### src/inc/pbms_map.svh
// Offsets, field positions, reset values and counts of the port-B data path
`ifndef PBMS_MAP_SVH
`define PBMS_MAP_SVH
// Data width and lane layout
`define PBMS_DW 36
`define PBMS_LANE_W 9
`define PBMS_LANES 4
// Register offsets (byte addresses)
`define PBMS_CTRL_OFS 12'h000
`define PBMS_STAT_OFS 12'h004
// Control field position and reset value
`define PBMS_CTRL_ODD_BIT 0
`define PBMS_CTRL_ODD_RST 1'h1
// Zero fill above the status fields
`define PBMS_STAT_PAD 21'h0
// AXI responses
`define PBMS_RESP_OKAY 2'h0
`define PBMS_RESP_SLVERR 2'h2
// Index of the last unit of a long word per bus size
`define PBMS_LAST_LONG 2'h0
`define PBMS_LAST_WORD 2'h1
`define PBMS_LAST_BYTE 2'h3
`endif

### src/inc/pbms_pkg.sv
// Types shared by the port-B data path
`include "pbms_map.svh"
package pbms_pkg;
  // One long word on the data bus
  typedef logic [`PBMS_DW-1:0] pbms_word_t;
  // Implemented port-B bus size, one-hot
  typedef enum logic [2:0] {
    SZ_LONG = 3'h1,
    SZ_WORD = 3'h2,
    SZ_BYTE = 3'h4
  } pbms_size_e;
  // Write strobe with the long word it carries
  typedef struct packed {
    logic strobe;
    pbms_word_t data;
  } pbms_wr_s;
endpackage

### src/rtl/pbms_parity_trees.sv
// Four nine-bit parity trees: lane check and parity regeneration
`timescale 1ns/1ns
`include "pbms_map.svh"
module pbms_parity_trees
  import pbms_pkg::*;
(
  // Lane data and polarity
  input logic [`PBMS_DW-1:0] data,
  input logic odd_sel,
  // Per-lane error and word with regenerated top bits
  output logic [`PBMS_LANES-1:0] err,
  output logic [`PBMS_DW-1:0] gen_data
);

  // One tree per lane; odd polarity wants an odd count of ones
  always_comb begin
    err = '0;
    gen_data = data;
    for (int i = 0; i < `PBMS_LANES; i++) begin
      err[i] = (^data[`PBMS_LANE_W*i +: `PBMS_LANE_W]) ^ odd_sel;
      gen_data[`PBMS_LANE_W*i+`PBMS_LANE_W-1] =
        (^data[`PBMS_LANE_W*i +: `PBMS_LANE_W-1]) ^ odd_sel;
    end
  end

endmodule

### src/rtl/pbms_portb_path.sv
// Port-B bus matching, byte swapping and two-port parity with an AXI4-Lite slave
`timescale 1ns/1ns
`include "pbms_map.svh"
////////////////////////////////////////////////////////////////////////////////
// What this block does
// - Second FIFO receives only whole long words; long size commits each write.
// - Narrow writes gather in holding registers; the final unit commits.
// - A write with a new bus size restarts gathering, dropping partial data.
// - Lanes unused by the narrow bus size are ignored on writes.
// - Both size selects high: read first mail, write second mail, long word.
// - Mail access leaves sizing state and stored size untouched.
// - Each edge uses the registered size and endian selects.
// - Four swap modes with every size; mail data never swapped.
// - Swapping moves whole bytes only, bit order kept.
// - Swap mode taken at a long word's first unit and held.
// - Narrow reads swap first, then present units in size order.
// - Narrow writes gather first, swap when the long word commits.
// - Port A checks all four bytes; error output low on any failure.
// - Port B error output counts only bytes the bus size uses.
// - Bytes are nine-bit lanes; port B valid lanes follow bus size.
// - Polarity select picks odd or even checking.
// - Port A mail read with generation holds port A error high.
// - Port B mail read with generation holds port B error high.
// - Generation replaces each byte's top bit with parity of lower eight.
// - Writes store all nine bits of every byte as applied.
// - FIFO parity generated at the edge that fetches a new long word.
// - Generating parity on a mail read leaves the mail register intact.
// - Size selects captured each edge without a mail select, endian select each edge; effective next edge.
////////////////////////////////////////////////////////////////////////////////
module pbms_portb_path
  import pbms_pkg::*;
(
  // Clock and reset
  input logic mclk,
  input logic resetn,
  // AXI4-Lite write channels
  input logic [11:0] s_axi_awaddr,
  input logic s_axi_awvalid,
  output logic s_axi_awready,
  input logic [31:0] s_axi_wdata,
  input logic [3:0] s_axi_wstrb,
  input logic s_axi_wvalid,
  output logic s_axi_wready,
  output logic [1:0] s_axi_bresp,
  output logic s_axi_bvalid,
  input logic s_axi_bready,
  // AXI4-Lite read channels
  input logic [11:0] s_axi_araddr,
  input logic s_axi_arvalid,
  output logic s_axi_arready,
  output logic [31:0] s_axi_rdata,
  output logic [1:0] s_axi_rresp,
  output logic s_axi_rvalid,
  input logic s_axi_rready,
  // Port A pins
  input logic porta_chip_select_n,
  input logic porta_enable,
  input logic porta_write_not_read,
  input logic porta_mail_select,
  input logic porta_parity_gen_sel,
  input logic [`PBMS_DW-1:0] porta_din,
  output logic [`PBMS_DW-1:0] porta_dout,
  output logic porta_data_oe_n,
  output logic porta_parity_error_n,
  // Port B pins
  input logic portb_chip_select_n,
  input logic portb_enable,
  input logic portb_write_not_read,
  input logic size_select_lo,
  input logic size_select_hi,
  input logic big_endian_select,
  input logic swap_select_lo,
  input logic swap_select_hi,
  input logic portb_parity_gen_sel,
  input logic [`PBMS_DW-1:0] portb_din,
  output logic [`PBMS_DW-1:0] portb_dout,
  output logic portb_data_oe_n,
  output logic portb_parity_error_n,
  // First FIFO head word and fetch strobe
  input pbms_word_t fifo1_rd_data,
  input logic fifo1_empty,
  output logic fifo1_rd_strobe,
  // Second FIFO commit and port A output register
  input logic fifo2_full,
  output pbms_wr_s fifo2_wr,
  input pbms_word_t fifo2_out_data,
  // Mail registers
  input pbms_word_t mail1_data,
  output logic mail1_rd_strobe,
  input pbms_word_t mail2_data,
  output pbms_wr_s mail2_wr
);

  ////////////////////////////////////////////////////////////////////////////////
  // Helpers

  // Size select pair to implemented bus size
  function automatic pbms_size_e dec_size(input logic lo, input logic hi);
    pbms_size_e s;
    s = SZ_LONG;
    if (!hi && lo) begin
      s = SZ_BYTE;
    end else if (hi && !lo) begin
      s = SZ_WORD;
    end
    return s;
  endfunction

  // Index of the unit that closes a long word
  function automatic logic [1:0] last_idx(input pbms_size_e sz);
    logic [1:0] r;
    r = `PBMS_LAST_LONG;
    unique case (sz)
      SZ_LONG: r = `PBMS_LAST_LONG;
      SZ_WORD: r = `PBMS_LAST_WORD;
      SZ_BYTE: r = `PBMS_LAST_BYTE;
    endcase
    return r;
  endfunction

  // Lanes of port B in use for a bus size
  function automatic logic [3:0] lane_mask(input pbms_size_e sz, input logic be);
    logic [3:0] m;
    m = 4'hf;
    unique case (sz)
      SZ_LONG: m = 4'hf;
      SZ_WORD: m = be ? 4'hc : 4'h3;
      SZ_BYTE: m = be ? 4'h8 : 4'h1;
    endcase
    return m;
  endfunction

  // Byte-order swap; bits inside each lane never move
  function automatic pbms_word_t swap36(input pbms_word_t w, input logic [1:0] mode);
    pbms_word_t r;
    r = w;
    unique case (mode)
      2'h0: r = w;
      2'h1: r = {w[8:0], w[17:9], w[26:18], w[35:27]};
      2'h2: r = {w[17:0], w[35:18]};
      2'h3: r = {w[26:18], w[35:27], w[8:0], w[17:9]};
    endcase
    return r;
  endfunction

  // Drop one bus unit into its slot of the gathered word
  function automatic pbms_word_t place_unit(input pbms_word_t acc, input pbms_word_t bus,
                                            input pbms_size_e sz, input logic be,
                                            input logic [1:0] idx);
    pbms_word_t r;
    logic [1:0] p;
    r = acc;
    p = be ? 2'h3 - idx : idx;
    unique case (sz)
      SZ_LONG: r = bus;
      SZ_WORD: begin
        if (be ^ idx[0]) begin
          r[35:18] = be ? bus[35:18] : bus[17:0];
        end else begin
          r[17:0] = be ? bus[35:18] : bus[17:0];
        end
      end
      SZ_BYTE: r[`PBMS_LANE_W*p +: `PBMS_LANE_W] = be ? bus[35:27] : bus[8:0];
    endcase
    return r;
  endfunction

  // Pick one unit of a long word onto its bus lanes; other lanes read zero
  function automatic pbms_word_t take_unit(input pbms_word_t w, input pbms_size_e sz,
                                           input logic be, input logic [1:0] idx);
    pbms_word_t r;
    logic [1:0] p;
    logic [17:0] u18;
    logic [8:0] u9;
    r = w;
    p = be ? 2'h3 - idx : idx;
    u18 = (be ^ idx[0]) ? w[35:18] : w[17:0];
    u9 = w[`PBMS_LANE_W*p +: `PBMS_LANE_W];
    unique case (sz)
      SZ_LONG: r = w;
      SZ_WORD: r = be ? {u18, 18'h0} : {18'h0, u18};
      SZ_BYTE: r = be ? {u9, 27'h0} : {27'h0, u9};
    endcase
    return r;
  endfunction

  ////////////////////////////////////////////////////////////////////////////////
  // Port decode

  logic a_sel, a_mail_rd, a_gen;
  logic b_sel, b_mail, b_mail_wr, b_mail_rd, b_gen, b_fifo_wr, b_fifo_rd;
  logic odd_sel_ff;

  // Chip select, enable and direction per port
  assign a_sel = !porta_chip_select_n && porta_enable;
  assign a_mail_rd = a_sel && !porta_write_not_read && porta_mail_select;
  assign a_gen = a_mail_rd && porta_parity_gen_sel;
  assign b_sel = !portb_chip_select_n && portb_enable;
  assign b_mail = size_select_lo && size_select_hi;
  assign b_mail_wr = b_sel && portb_write_not_read && b_mail;
  assign b_mail_rd = b_sel && !portb_write_not_read && b_mail;
  assign b_gen = b_mail_rd && portb_parity_gen_sel;
  assign b_fifo_wr = b_sel && portb_write_not_read && !b_mail && !fifo2_full;
  assign b_fifo_rd = b_sel && !portb_write_not_read && !b_mail;

  ////////////////////////////////////////////////////////////////////////////////
  // Size and endian capture

  logic size_select_lo_reg, size_select_hi_reg, big_endian_select_reg;
  pbms_size_e cur_size;

  // Captured each edge; a mail select keeps the previous size
  always_ff @(posedge mclk) begin
    if (!resetn) begin
      size_select_lo_reg <= 1'h0;
      size_select_hi_reg <= 1'h0;
      big_endian_select_reg <= 1'h0;
    end else begin
      big_endian_select_reg <= big_endian_select;
      if (!b_mail) begin
        size_select_lo_reg <= size_select_lo;
        size_select_hi_reg <= size_select_hi;
      end
    end
  end

  assign cur_size = dec_size(size_select_lo_reg, size_select_hi_reg);

  ////////////////////////////////////////////////////////////////////////////////
  // Second FIFO write gathering

  pbms_size_e wr_size_ff;
  logic [1:0] wr_cnt_ff, wr_swap_ff, wr_idx, wr_swap;
  pbms_word_t wr_asm_ff, wr_asm;
  logic wr_last, wr_commit;
  pbms_wr_s fifo2_wr_ff, mail2_wr_ff;

  // Unit index, held swap mode and gathered word for this write
  always_comb begin
    wr_idx = (cur_size != wr_size_ff) ? 2'h0 : wr_cnt_ff;
    wr_swap = (wr_idx == 2'h0) ? {swap_select_hi, swap_select_lo} : wr_swap_ff;
    wr_asm = place_unit(wr_asm_ff, portb_din, cur_size, big_endian_select_reg, wr_idx);
    wr_last = (wr_idx == last_idx(cur_size));
    wr_commit = b_fifo_wr && wr_last;
  end

  // Holding registers advance on each accepted FIFO write
  always_ff @(posedge mclk) begin
    if (!resetn) begin
      wr_size_ff <= SZ_LONG;
      wr_cnt_ff <= 2'h0;
      wr_swap_ff <= 2'h0;
      wr_asm_ff <= '0;
    end else if (b_fifo_wr) begin
      wr_size_ff <= cur_size;
      wr_swap_ff <= wr_swap;
      wr_asm_ff <= wr_asm;
      wr_cnt_ff <= wr_last ? 2'h0 : wr_idx + 2'h1;
    end
  end

  // Long-word commit and raw second-mail write
  always_ff @(posedge mclk) begin
    if (!resetn) begin
      fifo2_wr_ff <= '0;
      mail2_wr_ff <= '0;
    end else begin
      fifo2_wr_ff.strobe <= wr_commit;
      if (wr_commit) begin
        fifo2_wr_ff.data <= swap36(wr_asm, wr_swap);
      end
      mail2_wr_ff.strobe <= b_mail_wr;
      if (b_mail_wr) begin
        mail2_wr_ff.data <= portb_din;
      end
    end
  end

  ////////////////////////////////////////////////////////////////////////////////
  // First FIFO read splitting and port B output

  pbms_size_e rd_size_ff;
  logic [1:0] rd_cnt_ff, rd_idx;
  pbms_word_t rd_buf_ff, rd_word, f1_swapped, f1_gen, b_tree_in, b_tree_gen;
  logic rd_fetch, rd_go, fifo1_rd_strobe_ff, mail1_rd_strobe_ff;
  logic [3:0] b_err;
  pbms_word_t portb_dout_ff;
  logic portb_data_oe_n_ff, portb_parity_error_n_ff;

  // A new long word is fetched at a size change or after the last unit
  assign rd_fetch = (cur_size != rd_size_ff) || (rd_cnt_ff == 2'h0);
  assign rd_go = b_fifo_rd && !(rd_fetch && fifo1_empty);
  assign rd_idx = (cur_size != rd_size_ff) ? 2'h0 : rd_cnt_ff;
  assign f1_swapped = swap36(fifo1_rd_data, {swap_select_hi, swap_select_lo});
  assign rd_word = !rd_fetch ? rd_buf_ff :
                   portb_parity_gen_sel ? f1_gen : f1_swapped;
  assign b_tree_in = b_gen ? mail1_data : portb_din;

  // Regeneration on the fetched word
  pbms_parity_trees u_fetch_trees (
    .data(f1_swapped),
    .odd_sel(odd_sel_ff),
    .err(),
    .gen_data(f1_gen)
  );

  // Port B trees shared between bus check and first-mail generation
  pbms_parity_trees u_portb_trees (
    .data(b_tree_in),
    .odd_sel(odd_sel_ff),
    .err(b_err),
    .gen_data(b_tree_gen)
  );

  // Read-side unit counter and held long word
  always_ff @(posedge mclk) begin
    if (!resetn) begin
      rd_size_ff <= SZ_LONG;
      rd_cnt_ff <= 2'h0;
      rd_buf_ff <= '0;
    end else if (rd_go) begin
      rd_size_ff <= cur_size;
      rd_buf_ff <= rd_word;
      rd_cnt_ff <= (rd_idx == last_idx(cur_size)) ? 2'h0 : rd_idx + 2'h1;
    end
  end

  // Port B output register, enable, strobes and error flag
  always_ff @(posedge mclk) begin
    if (!resetn) begin
      portb_dout_ff <= '0;
      portb_data_oe_n_ff <= 1'h1;
      portb_parity_error_n_ff <= 1'h1;
      fifo1_rd_strobe_ff <= 1'h0;
      mail1_rd_strobe_ff <= 1'h0;
    end else begin
      portb_data_oe_n_ff <= portb_chip_select_n || portb_write_not_read;
      fifo1_rd_strobe_ff <= rd_go && rd_fetch;
      mail1_rd_strobe_ff <= b_mail_rd;
      if (b_mail_rd) begin
        portb_dout_ff <= portb_parity_gen_sel ? b_tree_gen : mail1_data;
      end else if (rd_go) begin
        portb_dout_ff <= take_unit(rd_word, cur_size, big_endian_select_reg, rd_idx);
      end
      portb_parity_error_n_ff <= b_gen ||
        !(|(b_err & lane_mask(cur_size, big_endian_select_reg)));
    end
  end

  ////////////////////////////////////////////////////////////////////////////////
  // Port A check and second-mail read

  logic [3:0] a_err;
  pbms_word_t a_tree_in, a_tree_gen, porta_dout_ff;
  logic porta_data_oe_n_ff, porta_parity_error_n_ff;

  assign a_tree_in = a_gen ? mail2_data : porta_din;

  // Port A trees shared between bus check and second-mail generation
  pbms_parity_trees u_porta_trees (
    .data(a_tree_in),
    .odd_sel(odd_sel_ff),
    .err(a_err),
    .gen_data(a_tree_gen)
  );

  // Port A output register and error flag
  always_ff @(posedge mclk) begin
    if (!resetn) begin
      porta_dout_ff <= '0;
      porta_data_oe_n_ff <= 1'h1;
      porta_parity_error_n_ff <= 1'h1;
    end else begin
      porta_data_oe_n_ff <= porta_chip_select_n || porta_write_not_read;
      if (!porta_chip_select_n && !porta_write_not_read) begin
        porta_dout_ff <= !porta_mail_select ? fifo2_out_data :
                         a_gen ? a_tree_gen : mail2_data;
      end
      porta_parity_error_n_ff <= a_gen || !(|a_err);
    end
  end

  ////////////////////////////////////////////////////////////////////////////////
  // AXI4-Lite slave: control and status

  logic aw_held_ff, w_held_ff, wr_go, aw_hs, w_hs, ar_hs;
  logic [11:0] aw_addr_ff;
  logic [31:0] w_data_ff, status;
  logic [3:0] w_strb_ff;
  logic awready_ff, wready_ff, bvalid_ff, arready_ff, rvalid_ff;
  logic [1:0] bresp_ff, rresp_ff;
  logic [31:0] rdata_ff;

  // Word-aligned decode: bit 0 control, bit 1 status
  function automatic logic [1:0] dec_reg(input logic [11:0] a);
    logic [11:0] w;
    w = {a[11:2], 2'h0};
    return {w == `PBMS_STAT_OFS, w == `PBMS_CTRL_OFS};
  endfunction

  // Decoded held write address and offered read address
  logic [1:0] aw_dec, ar_dec;
  assign aw_dec = dec_reg(aw_addr_ff);
  assign ar_dec = dec_reg(s_axi_araddr);

  assign aw_hs = s_axi_awvalid && awready_ff;
  assign w_hs = s_axi_wvalid && wready_ff;
  assign ar_hs = s_axi_arvalid && arready_ff;
  assign wr_go = aw_held_ff && w_held_ff && !bvalid_ff;
  assign status = {`PBMS_STAT_PAD, wr_swap_ff, big_endian_select_reg, size_select_hi_reg,
                   size_select_lo_reg, rd_cnt_ff, wr_cnt_ff, portb_parity_error_n_ff,
                   porta_parity_error_n_ff};

  // Address and data taken in either order, held until the write is done
  always_ff @(posedge mclk) begin
    if (!resetn) begin
      aw_held_ff <= 1'h0;
      w_held_ff <= 1'h0;
      awready_ff <= 1'h0;
      wready_ff <= 1'h0;
      aw_addr_ff <= 12'h000;
      w_data_ff <= 32'h0000_0000;
      w_strb_ff <= 4'h0;
    end else begin
      aw_held_ff <= aw_hs || (aw_held_ff && !wr_go);
      w_held_ff <= w_hs || (w_held_ff && !wr_go);
      awready_ff <= !(aw_hs || (aw_held_ff && !wr_go));
      wready_ff <= !(w_hs || (w_held_ff && !wr_go));
      if (aw_hs) begin
        aw_addr_ff <= s_axi_awaddr;
      end
      if (w_hs) begin
        w_data_ff <= s_axi_wdata;
        w_strb_ff <= s_axi_wstrb;
      end
    end
  end

  // Write response and control register; status ignores writes
  always_ff @(posedge mclk) begin
    if (!resetn) begin
      bvalid_ff <= 1'h0;
      bresp_ff <= `PBMS_RESP_OKAY;
      odd_sel_ff <= `PBMS_CTRL_ODD_RST;
    end else begin
      if (wr_go) begin
        bvalid_ff <= 1'h1;
        bresp_ff <= (|aw_dec) ? `PBMS_RESP_OKAY : `PBMS_RESP_SLVERR;
        if (aw_dec[0] && w_strb_ff[0]) begin
          odd_sel_ff <= w_data_ff[`PBMS_CTRL_ODD_BIT];
        end
      end else if (s_axi_bready) begin
        bvalid_ff <= 1'h0;
      end
    end
  end

  // Read channel: one outstanding read, answered the cycle after the address
  always_ff @(posedge mclk) begin
    if (!resetn) begin
      arready_ff <= 1'h0;
      rvalid_ff <= 1'h0;
      rdata_ff <= 32'h0000_0000;
      rresp_ff <= `PBMS_RESP_OKAY;
    end else begin
      arready_ff <= !(ar_hs || (rvalid_ff && !s_axi_rready));
      if (ar_hs) begin
        rvalid_ff <= 1'h1;
        rdata_ff <= ar_dec[0] ? {31'h0, odd_sel_ff} :
                    ar_dec[1] ? status : 32'h0000_0000;
        rresp_ff <= (|ar_dec) ? `PBMS_RESP_OKAY : `PBMS_RESP_SLVERR;
      end else if (s_axi_rready) begin
        rvalid_ff <= 1'h0;
      end
    end
  end

  // Outputs straight from their flip-flops
  assign s_axi_awready = awready_ff;
  assign s_axi_wready = wready_ff;
  assign s_axi_bvalid = bvalid_ff;
  assign s_axi_bresp = bresp_ff;
  assign s_axi_arready = arready_ff;
  assign s_axi_rvalid = rvalid_ff;
  assign s_axi_rdata = rdata_ff;
  assign s_axi_rresp = rresp_ff;
  assign porta_dout = porta_dout_ff;
  assign porta_data_oe_n = porta_data_oe_n_ff;
  assign porta_parity_error_n = porta_parity_error_n_ff;
  assign portb_dout = portb_dout_ff;
  assign portb_data_oe_n = portb_data_oe_n_ff;
  assign portb_parity_error_n = portb_parity_error_n_ff;
  assign fifo1_rd_strobe = fifo1_rd_strobe_ff;
  assign mail1_rd_strobe = mail1_rd_strobe_ff;
  assign fifo2_wr = fifo2_wr_ff;
  assign mail2_wr = mail2_wr_ff;
endmodule

### config.mk
export PLATFORM = sky130hd
export DESIGN_NAME = pbms_portb_path
export DESIGN_NICKNAME = d
export VERILOG_FILES = /design/src/inc/pbms_pkg.sv /design/src/rtl/pbms_parity_trees.sv /design/src/rtl/pbms_portb_path.sv
export VERILOG_INCLUDE_DIRS = /design/src /design/src/inc
export SDC_FILE = /design/constraint.sdc
export NUM_CORES = 1
export LEC_CHECK = 0
export BUFFER_PORTS_ARGS = -buffer_cell sky130_fd_sc_hd__buf_2
export CORE_AREA = 2 2 189 191
export CTS_CLUSTER_SIZE = 25
export DETAILED_ROUTE_END_ITERATION = 7
export DIE_AREA = 0 0 191 193
export GPL_TIMING_DRIVEN = 0
export PLACE_DENSITY = 0.84
export SLEW_MARGIN = 20
export SYNTH_ARGS = -nofsm -noshare
export SYNTH_HDL_FRONTEND = slang
export SYNTH_SLANG_ARGS = --single-unit
export TNS_END_PERCENT = 20
### constraint.sdc
create_clock -name mclk -period 9.4 [get_ports mclk]
set_input_delay 1.88 -clock mclk [delete_from_list [all_inputs] [get_ports mclk]]
set_output_delay 1.88 -clock mclk [all_outputs]
set_load 0.02 [all_outputs]
Word level (Yosys, flattened, before mapping). Index checks and enable logic that the tools add are counted.

Reductions and logical operators: 89. Shift operators: 3. Bitwise operators: 23. Add/subtract/negate cells: 5. Equality and inequality tests: 15. Mux-type cells: 45. Multiply operators: 2.

Operators with widths (number): $mux W36 (11); $pmux W36 S4 (2); $pmux W36 S3 (2); $reduce_xor A8 Y1 (12); $mux W18 (4); $reduce_xor A9 Y1 (8); $bwmux W36 (1); $shift A9 B34 Y36 const A (1); $shiftx A36 B7 Y9 (1); $shiftx A9 B34 Y36 (1); $neg A6 Y34 (1); $logic_and A1 B1 Y1 (30); $mux W2 (12); $mux W11 (2); $xor A1 B1 Y1 (22); $eq A10 B1 Y1 const B (2); $logic_not A10 Y1 (2); $logic_not A1 Y1 (17); $mul A4 B2 Y6 const A (2); $mux W4 (3); $pmux W4 S3 (1); $mux W9 (1); $eq A2 B2 Y1 const B (4); $logic_not A2 Y1 (4); 17 further kinds (36).

Input port bits: 299. Bits in registers: 297. Output and inout port bits: 193. Word-level logic and storage cells: 218.

Longest topological paths before layout. Gate-level depths: netlist (run 1).

Depth in word-level cells: 14. Gate-level depth with buffers: 20. Gate-level depth less buffers: 17.

Cells and area by module. A second synthesis (run 1) with hierarchy kept.

Cell total of the unflattened synthesis: 2261. Area, all modules: 19611.3 sq um.

Modules (own cells, without submodules): pbms_portb_path (cells each 2069, sequential area each 5445.2 sq um, area each 17704.5 sq um, instances 1); pbms_parity_trees (cells each 64, sequential area each 0.0 sq um, area each 635.6 sq um, instances 3).

Worst setup path after synthesis (run 1). OpenSTA, ideal clock, no wires.

Path type: in2reg. Start: in swap_select_hi. End: reg portb_dout_ff[35], in the netlist portb_dout[35]. Data required time: 9.268 ns. Library setup time: 0.132 ns. Arrival: 4.181 ns. Slack: 5.087 ns. Buffers on the path: 1. Stages on the path: 10. Path through: buf_6 > mux4_1 > xnor2_1 > xnor3_1 > xnor2_1 > mux2i_1 > a21oi_2 > mux4_2 > nand3_1 > a31oi_1.

Word-level cells in the longest chain between the ends: 11. Elaborated cells between the ends (all ways): 22. Those cells by class: eq/ne (3); shift (1); mux (9); bitwise (4); reduce/logical (5).

Ends and longest elaborated chain: from (decl) (line pbms_portb_path.sv:73) `input logic swap_select_hi,`; $eq A2 B2 Y1, or another cell as far along (line pbms_portb_path.sv:137) `unique case (mode)`; $pmux W36 S4 * (line pbms_portb_path.sv:137); $reduce_xor A8 Y1 (line pbms_parity_trees.sv:22) `` (^data[`PBMS_LANE_W*i +: `PBMS_LANE_W-1]) ^ odd_sel; ``; $xor A1 B1 Y1 (line pbms_parity_trees.sv:22); $mux W36 * (line pbms_portb_path.sv:296) `portb_parity_gen_sel ? f1_gen : f1_swapped;`; $mux W36 * (line pbms_portb_path.sv:295) `assign rd_word = !rd_fetch ? rd_buf_ff :`; $shiftx A36 B7 Y9 / $mux W18 (equally long branches) (line pbms_portb_path.sv:178, pbms_portb_path.sv:177); $mux W36, on equally long branches (line pbms_portb_path.sv:182, pbms_portb_path.sv:181); $pmux W36 S3 * (line pbms_portb_path.sv:179) `unique case (sz)`; $mux W36 * (line pbms_portb_path.sv:342) `end else if (rd_go) begin`; $mux W36 * (line pbms_portb_path.sv:340) `if (b_mail_rd) begin`; to (signal assigned) (line pbms_portb_path.sv:341) `portb_dout_ff <= portb_parity_gen_sel ? b_tree_gen : mail1_data;`; to (signal assigned) (line pbms_portb_path.sv:343) `portb_dout_ff <= take_unit(rd_word, cur_size, big_endian_select_reg, rd_idx);`; to (decl) (line pbms_portb_path.sv:287) `pbms_word_t portb_dout_ff;`.

Mark *: on every way between the ends. The rest lies on a longest branch, timed or not. The select of a mux whose other input is x is not followed. A chain may end at the register's enable or synchronous reset.

Worst setup path in the final report (run 1).
Start: reg size_select_lo_reg. End: reg fifo2_wr_ff (netlist bit fifo2_wr[13]).

Word-level cells in the longest chain between the ends: 14. Elaborated cells between the ends (all ways): 31. Those cells by class: add/sub (2); mul (1); eq/ne (8); shift (2); mux (11); bitwise (1); reduce/logical (6).

Ends and longest elaborated chain: from (decl) (line pbms_portb_path.sv:209) `logic size_select_lo_reg, size_select_hi_reg, big_endian_select_reg;`; from (signal assigned) (line pbms_portb_path.sv:221) `size_select_lo_reg <= size_select_lo;`; $logic_not A1 Y1 (line pbms_portb_path.sv:103) `end else if (hi && !lo) begin`; $logic_and A1 B1 Y1 (line pbms_portb_path.sv:103); $mux W2 (line pbms_portb_path.sv:103); $mux W3 * (line pbms_portb_path.sv:101) `if (!hi && lo) begin`; via cur_size[0] (line pbms_portb_path.sv:210) `pbms_size_e cur_size;`; $ne A3 B3 Y1 (line pbms_portb_path.sv:240) `wr_idx = (cur_size != wr_size_ff) ? 2'h0 : wr_cnt_ff;`; $mux W2 (line pbms_portb_path.sv:240); $sub A2 B2 Y2 (line pbms_portb_path.sv:153) `p = be ? 2'h3 - idx : idx;`; $mux W2 (line pbms_portb_path.sv:153); $mul A4 B2 Y6 (no line); $neg A6 Y34 (line pbms_portb_path.sv:163) `` SZ_BYTE: r[`PBMS_LANE_W*p +: `PBMS_LANE_W] = be ? bus[35:27] : bus[8:0]; ``; $shiftx A9 B34 Y36 / $shift A9 B34 Y36 (equally long branches) (line pbms_portb_path.sv:163); $bwmux W36 (line pbms_portb_path.sv:163); $pmux W36 S3 (line pbms_portb_path.sv:154) `unique case (sz)`; $pmux W36 S4 (line pbms_portb_path.sv:137); to (decl) (line pbms_portb_path.sv:236) `pbms_wr_s fifo2_wr_ff, mail2_wr_ff;`.

The timed path passes the listed nets; every way through them passes the cells marked *.

==> results.py, run 1 <==
metrics = {
    "power": {
        "switchingPower_mw": 1.15,
        "clockPowerShare_pct": 39.9,
        "ir_worst_vdd_uv": 138,
        "p_seq_share_pct": 34.0,
        "power_density_nw_per_um2": 165,
        "total_power_mw": 3.58,
        "power.leakage_nw": 8.81,
        "combPwrFrac_pct": 26.1,
        "intPower_mw": 2.43,
        "switching_share_pct": 32.1,
    },
    "timing": {
        "slew_violations": 0,
        "finalSetupViolCount": 0,
        "period_minus_slack_ns": 5.37,
        "hold_viol_final": 0,
        "worst_pin_slew_ns": 1.23,
        "fmax_mhz": 186,
        "slew_headroom_pct": 17.6,
        "finalClockSkew_ns": 0.0111,
        "min_period_over_period_pct": 57.2,
        "final.setup.tns_ns": 0,
        "rsz0062_at_grt": "no",
        "timing.final.ws_setup_ns": 4.03,
    },
    "flow_run": {
        "maxCapViolations": 0,
    },
    "layout": {
        "syn_to_final_growth_pct": 22.5,
        "nets": 2945,
        "final_cells": 3129,
        "postLayoutCoreUtil_pct": 62.2,
        "drive_gt1_share_pct": 23.3,
    },
    "floorplanning": {
        "die-area_um2": 36900,
        "die_w_um": 191,
        "row_count": 69,
        "start_util_pct": 50.8,
        "io_pins": 492,
        "core_area_um2": 35000,
        "die_h_um": 193,
    },
    "drt": {
        "detail_route.wl_per_cell_um": 25.3,
        "ant_nets": 0,
        "viasPerCell": 6.39,
        "drt_first_pass_iters": 6,
        "drt_iter0_markers": 2408,
        "num_vias": 20000,
        "wl_um": 79100,
        "drc_errors": 0,
    },
    "setup_path": {
        "end_kind": "flop",
        "start_kind": "flop",
        "crit_type": "reg2reg",
        "crit_fanout": 10,
        "cp_data_required_time_ns": 9.90,
        "critical_path_arrival_ns": 5.87,
    },
    "clocking": {
        "clk_pin_slew_ns": 0.06,
        "post_cts_resized": 0,
        "clockBufferDepth": 3,
        "cts_tree": "built",
        "cts-htree-levels": 1,
        "hold_buffers": 0,
        "numCtsBuffers": 30,
        "cts_setup_buffers": 0,
        "insertion_delay_ns": 0.58,
        "cts_sinks": 272,
        "root_buffer": "clkbuf_16",
    },
    "grt": {
        "grt_pass1_vias": 19300,
        "antenna_found_initial": 4,
        "grt_pass1_wl_um": 116000,
        "gr-total-overflow": 0,
        "grt_max_degree": 15,
        "track_usage_pct": 41.4,
    },
    "synth": {
        "synth-simple-area-share_pct": 15.8,
        "synthMuxAreaShare_pct": 13.7,
        "yosys_register_bits": 272,
        "syn_area_um2": 17800,
        "ys_seq_area_share_pct": 30.7,
        "synthXorXnorAreaFrac_pct": 8.76,
        "synth-compound-area-share_pct": 23.5,
        "synthAdderAreaFrac_pct": 0.423,
        "synth_cells": 2161,
        "synth_edf_count": 0,
        "synth_ff_type": "dfxtp_1",
        "synth.avg_cell_area_um2": 8.22,
        "yosys_warnings": 0,
        "synth_top_family_by_area": "compound AO/OA/AOI/OAI gates",
        "synthArstFlopShare_pct": 0,
        "synth_cell_types": 77,
    },
    "placed_design": {
        "post-place-ws_ns": 4.39,
        "gp_congestion": 1.01,
        "dp_hpwl_um": 60600,
        "dpl.cell_count": 3069,
        "port_buffers": 425,
    },
    "worst_hold_path": {
        "hp-class": "reg2reg",
    },
    "outcome": {
        "outcome": "finished clean",
    },
}
==> synthesized netlist by cell type, types with 14 or more instances <==
library cell | number | share of area (%)
dfxtp_1 | 272 | 31
mux2i_1 | 124 | 7.0
a22oi_1 | 28 | 1.2
a21oi_1 | 212 | 6.0
xnor2_1 | 127 | 6.3
nand2_1 | 240 | 5.1
nor2_1 | 261 | 5.5
o221ai_1 | 51 | 2.5
nor3_1 | 14 | 0.39
a221oi_1 | 22 | 1.1
nand3_1 | 46 | 1.3
o21ai_1 | 21 | 0.59
buf_1 | 25 | 0.53
mux4_2 | 31 | 3.9
buf_2 | 18 | 0.51
a211oi_1 | 114 | 4.8
mux2_2 | 16 | 1.0
xor2_1 | 28 | 1.4
nor2b_1 | 20 | 0.70
inv_1 | 36 | 0.76
nand2b_1 | 23 | 0.81
buf_4 | 25 | 1.1
clkbuf_1 | 119 | 2.5
o21ai_0 | 67 | 1.9
==> layout by cell type (no fill, tap or decap), drive strengths merged, types with 46 or more instances in the layout <==
| cell type | n |
|---|---|
| a211oi | 114 |
| dfxtp | 272 |
| mux2i | 124 |
| xnor2 | 133 |
| o221ai | 51 |
| nand3 | 46 |
| buf | 503 |
| nor2 | 261 |
| o21ai | 89 |
| a21oi | 215 |
| nand2 | 240 |
| clkbuf | 167 |
==> through the flow <==
| step | instance area [µm²] | hold slack, ns |
|---|---|---|
| floorplan | 17800 | 0.432 |
| global placement | 20500 | 0.438 |
| detailed placement | 20600 | 0.447 |
| CTS | 21700 | 0.455 |
| global route | 21700 | 0.470 |
| finish | 21800 | 0.452 |
==> path summary, 6_finish.rpt <==
path,start,end,slack [ns],depth (start not counted)
max,size_select_lo_reg,fifo2_wr[13],4.03,17
min,mail2_wr[32],mail2_wr[32],0.45,2
max reg2reg,size_select_lo_reg,fifo2_wr[13],4.03,17
min reg2reg,mail2_wr[32],mail2_wr[32],0.45,2
==> worst max-delay path, stage by stage (launching register included) <==
cell,delay [ns]
dfxtp_1,0.36
inv_1,0.07
ha_1,0.28
buf_2,0.19
xnor2_1,0.25
and4_1,0.26
buf_2,0.15
inv_2,0.13
clkbuf_1,0.62
buf_2,0.49
ha_1,0.22
buf_4,0.14
mux2i_1,0.57
clkbuf_1,0.69
o21ai_0,0.25
o22ai_1,0.31
mux2i_1,0.15
o21ai_1,0.14
==> power by group through the flow <==
stage / Combinational (mW) / Clock [mW] / Sequential, mW
2_1_floorplan: 0.550 / 0 / 1.27
5_1_grt: 0.982 / 1.46 / 1.22
3_3_place_gp: 0.886 / 0 / 1.24
3_5_place_dp: 0.900 / 0 / 1.24
6_report: 0.936 / 1.43 / 1.22
4_1_cts: 0.906 / 1.42 / 1.22
==> cell type report <==
| type | count | area [µm²] |
|---|---|---|
| inverter | 41 | 154 |
| multi-input combinational | 1661 | 11100 |
| tap | 461 | 577 |
| buffer | 209 | 1120 |
| timing repair buffer | 425 | 2130 |
| clock buffer | 37 | 848 |
| clock inverter | 18 | 339 |
| antenna | 5 | 12.5 |
| fill | 3033 | 13200 |
| sequential | 272 | 5450 |
==> routing by layer <==
metal | share of wire, % | wire [µm] | global-route usage [%]
met5 | 0 | 0 | 0.133
met4 | 7.3 | 5760 | 26.3
met3 | 11 | 8500 | 8.81
met2 | 46 | 36100 | 68.1
met1 | 36 | 28700 | 49.5
==> cell families after synthesis <==
logic type / after synthesis
and+or+nand+nor: 655
muxes: 184
AOI/OAI and AO/OA: 628
DFF: 272
other: 1
adders and majority gates: 6
buffers and inverters: 250
xor gates and xnor gates: 165
No activity file was read; power rests on OpenSTA's default activity.
==> inputs of run 2 (changes only) <==
--- a/config.mk
+++ b/config.mk
@@ -7,10 +7,10 @@
 export NUM_CORES = 1
 export LEC_CHECK = 0
 export BUFFER_PORTS_ARGS = -buffer_cell sky130_fd_sc_hd__buf_2
-export CORE_AREA = 2 2 189 191
+export CORE_AREA = 2 2 190 192
 export CTS_CLUSTER_SIZE = 25
 export DETAILED_ROUTE_END_ITERATION = 7
-export DIE_AREA = 0 0 191 193
+export DIE_AREA = 0 0 192 194
 export GPL_TIMING_DRIVEN = 0
 export PLACE_DENSITY = 0.84
 export SLEW_MARGIN = 20
==> constraint.sdc (replaced) <==
create_clock -name mclk -period 5 [get_ports mclk]
set_input_delay 1 -clock mclk [delete_from_list [all_inputs] [get_ports mclk]]
set_output_delay 1 -clock mclk [all_outputs]
set_load 0.02 [all_outputs]
==> run 2 against run 1 <==
  * Count of clock-buffer cells in the layout is 7 higher
  * Non-clock buffer count is 1 lower
  * Combinational power is 89% higher
  * First-iteration DRC count is 11% lower
  * Clock power is 78% higher
  * Largest cell class unchanged
  * Final cell count hardly changed
  * Global-route usage is 0.96 points higher
==> results.py, run 2 (synthesis results as in run 1) <==
metrics = {
    "outcome": {
        "outcome": "finished clean",
    },
    "worst_hold_path": {
        "hp-class": "reg2reg",
    },
    "power": {
        "switchingPower_mw": 2.16,
        "switching_share_pct": 32.6,
        "power_density_nw_per_um2": 304,
        "p_seq_share_pct": 34.7,
        "combPwrFrac_pct": 26.8,
        "clockPowerShare_pct": 38.5,
        "ir_worst_vdd_uv": 267,
        "intPower_mw": 4.46,
        "power.leakage_nw": 8.81,
        "total_power_mw": 6.62,
    },
    "grt": {
        "gr-total-overflow": 0,
        "track_usage_pct": 42.4,
        "grt_pass1_vias": 19000,
        "grt_max_degree": 15,
        "grt_pass1_wl_um": 118000,
        "antenna_found_initial": 5,
    },
    "drt": {
        "detail_route.wl_per_cell_um": 26.2,
        "viasPerCell": 6.35,
        "wl_um": 81800,
        "ant_nets": 0,
        "drt_first_pass_iters": 7,
        "drt_iter0_markers": 2150,
        "drc_errors": 0,
        "num_vias": 19900,
    },
    "placed_design": {
        "gp_congestion": 1.05,
        "dp_hpwl_um": 63800,
        "dpl_cell_area_um2": 20500,
        "port_buffers": 425,
        "post-place-ws_ns": -0.377,
        "dpl.cell_count": 3069,
    },
    "timing": {
        "finalClockSkew_ns": 0.0110,
        "slew_violations": 0,
        "timing.final.ws_setup_ns": 0.183,
        "period_minus_slack_ns": 4.82,
        "finalSetupViolCount": 0,
        "slew_headroom_pct": 20.2,
        "min_period_over_period_pct": 96.3,
        "hold_viol_final": 0,
        "fmax_mhz": 208,
        "worst_pin_slew_ns": 1.19,
        "rsz0062_at_grt": "no",
    },
    "clocking": {
        "cts_sinks": 272,
        "root_buffer": "clkbuf_16",
        "clockBufferDepth": 3,
        "cts_tree": "built",
        "clk_pin_slew_ns": 0.07,
        "insertion_delay_ns": 0.58,
        "numCtsBuffers": 30,
        "cts-htree-levels": 1,
        "hold_buffers": 0,
        "cts_setup_buffers": 0,
    },
    "flow_run": {
        "maxCapViolations": 0,
    },
    "floorplanning": {
        "die_h_um": 194,
        "die-area_um2": 37200,
        "die_w_um": 192,
        "start_util_pct": 50.4,
        "row_count": 69,
        "io_pins": 492,
        "core_area_um2": 35200,
    },
    "layout": {
        "nets": 2944,
        "design_area_um2": 21700,
        "syn_to_final_growth_pct": 22.4,
        "final_cell_mix": "buf_2 (444), dfxtp_1 (272), nor2_1 (261)",
        "postLayoutCoreUtil_pct": 61.7,
        "drive_gt1_share_pct": 23.7,
        "final_cells": 3127,
        "layout_commonest_cell": "buf_2",
    },
    "setup_path": {
        "critical_path_arrival_ns": 5.32,
        "end_kind": "flop",
        "crit_fanout": 10,
        "start_kind": "flop",
        "cp_data_required_time_ns": 5.50,
        "crit_type": "reg2reg",
    },
}
run 2: layout make-up:
type	count	area [µm²]
Buffer	208	1120
Tap cell	461	577
Timing Repair Buffer	425	2130
Clock inverter	12	200
Fill cell	3184	13500
Antenna cell	3	7.51
Sequential cell	272	5450
Inverter	41	154
Clock buffer	44	935
Multi-Input combinational cell	1661	11200
run 2: critical path, stage by stage, from the launching register on:
cell	delay, ns
dfxtp_1	0.37
inv_1	0.07
ha_1	0.29
buf_2	0.20
xnor2_2	0.22
and4_1	0.22
buf_2	0.14
inv_2	0.15
clkbuf_1	0.63
buf_2	0.41
ha_1	0.21
buf_4	0.14
mux2i_1	0.37
clkbuf_1	0.58
mux2i_1	0.43
a22oi_1	0.11
a21oi_1	0.16
run 2: through the flow:
stage / setup TNS (ns) / hold WS [ns]
2_1_floorplan: 0 / 0.432
3_3_place_gp: -8.29 / 0.439
3_5_place_dp: -5.08 / 0.447
4_1_cts: 0 / 0.455
5_1_grt: 0 / 0.472
6_report: 0 / 0.453
run 2: final timing paths:
check | start | end | slack (ns) | cells past startpoint
worst min register to register | mail2_wr[32] | mail2_wr[32] | 0.45 | 2
worst max-delay path | size_select_lo_reg | fifo2_wr[24] | 0.18 | 16
worst min-delay path | mail2_wr[32] | mail2_wr[32] | 0.45 | 2
worst max register to register | size_select_lo_reg | fifo2_wr[24] | 0.18 | 16
run 2: layer usage:
| layer | vias up | global-route usage [%] | wire length (µm) |
|---|---|---|---|
| li1 | 8719 | - | - |
| met1 | 9428 | 49.8 | 29600 |
| met2 | 1349 | 68.6 | 37400 |
| met3 | 362 | 8.49 | 7700 |
| met4 | 4 | 30.7 | 7130 |
| met5 | - | 0 | 26 |
run 2: what timing repair did:
action                     in CTS  in global routing
resized for setup               3                 12
setup endpoints to repair      36                 39
cloned                          0                  0
run 2: power by group through the flow:
| stage | Combinational, mW | Clock, mW | Sequential (mW) |
|---|---|---|---|
| floorplan | 1.03 | 0 | 2.38 |
| global placement | 1.68 | 0 | 2.34 |
| detailed placement | 1.70 | 0 | 2.34 |
| CTS | 1.71 | 2.54 | 2.29 |
| global route | 1.85 | 2.63 | 2.30 |
| finish | 1.77 | 2.55 | 2.29 |
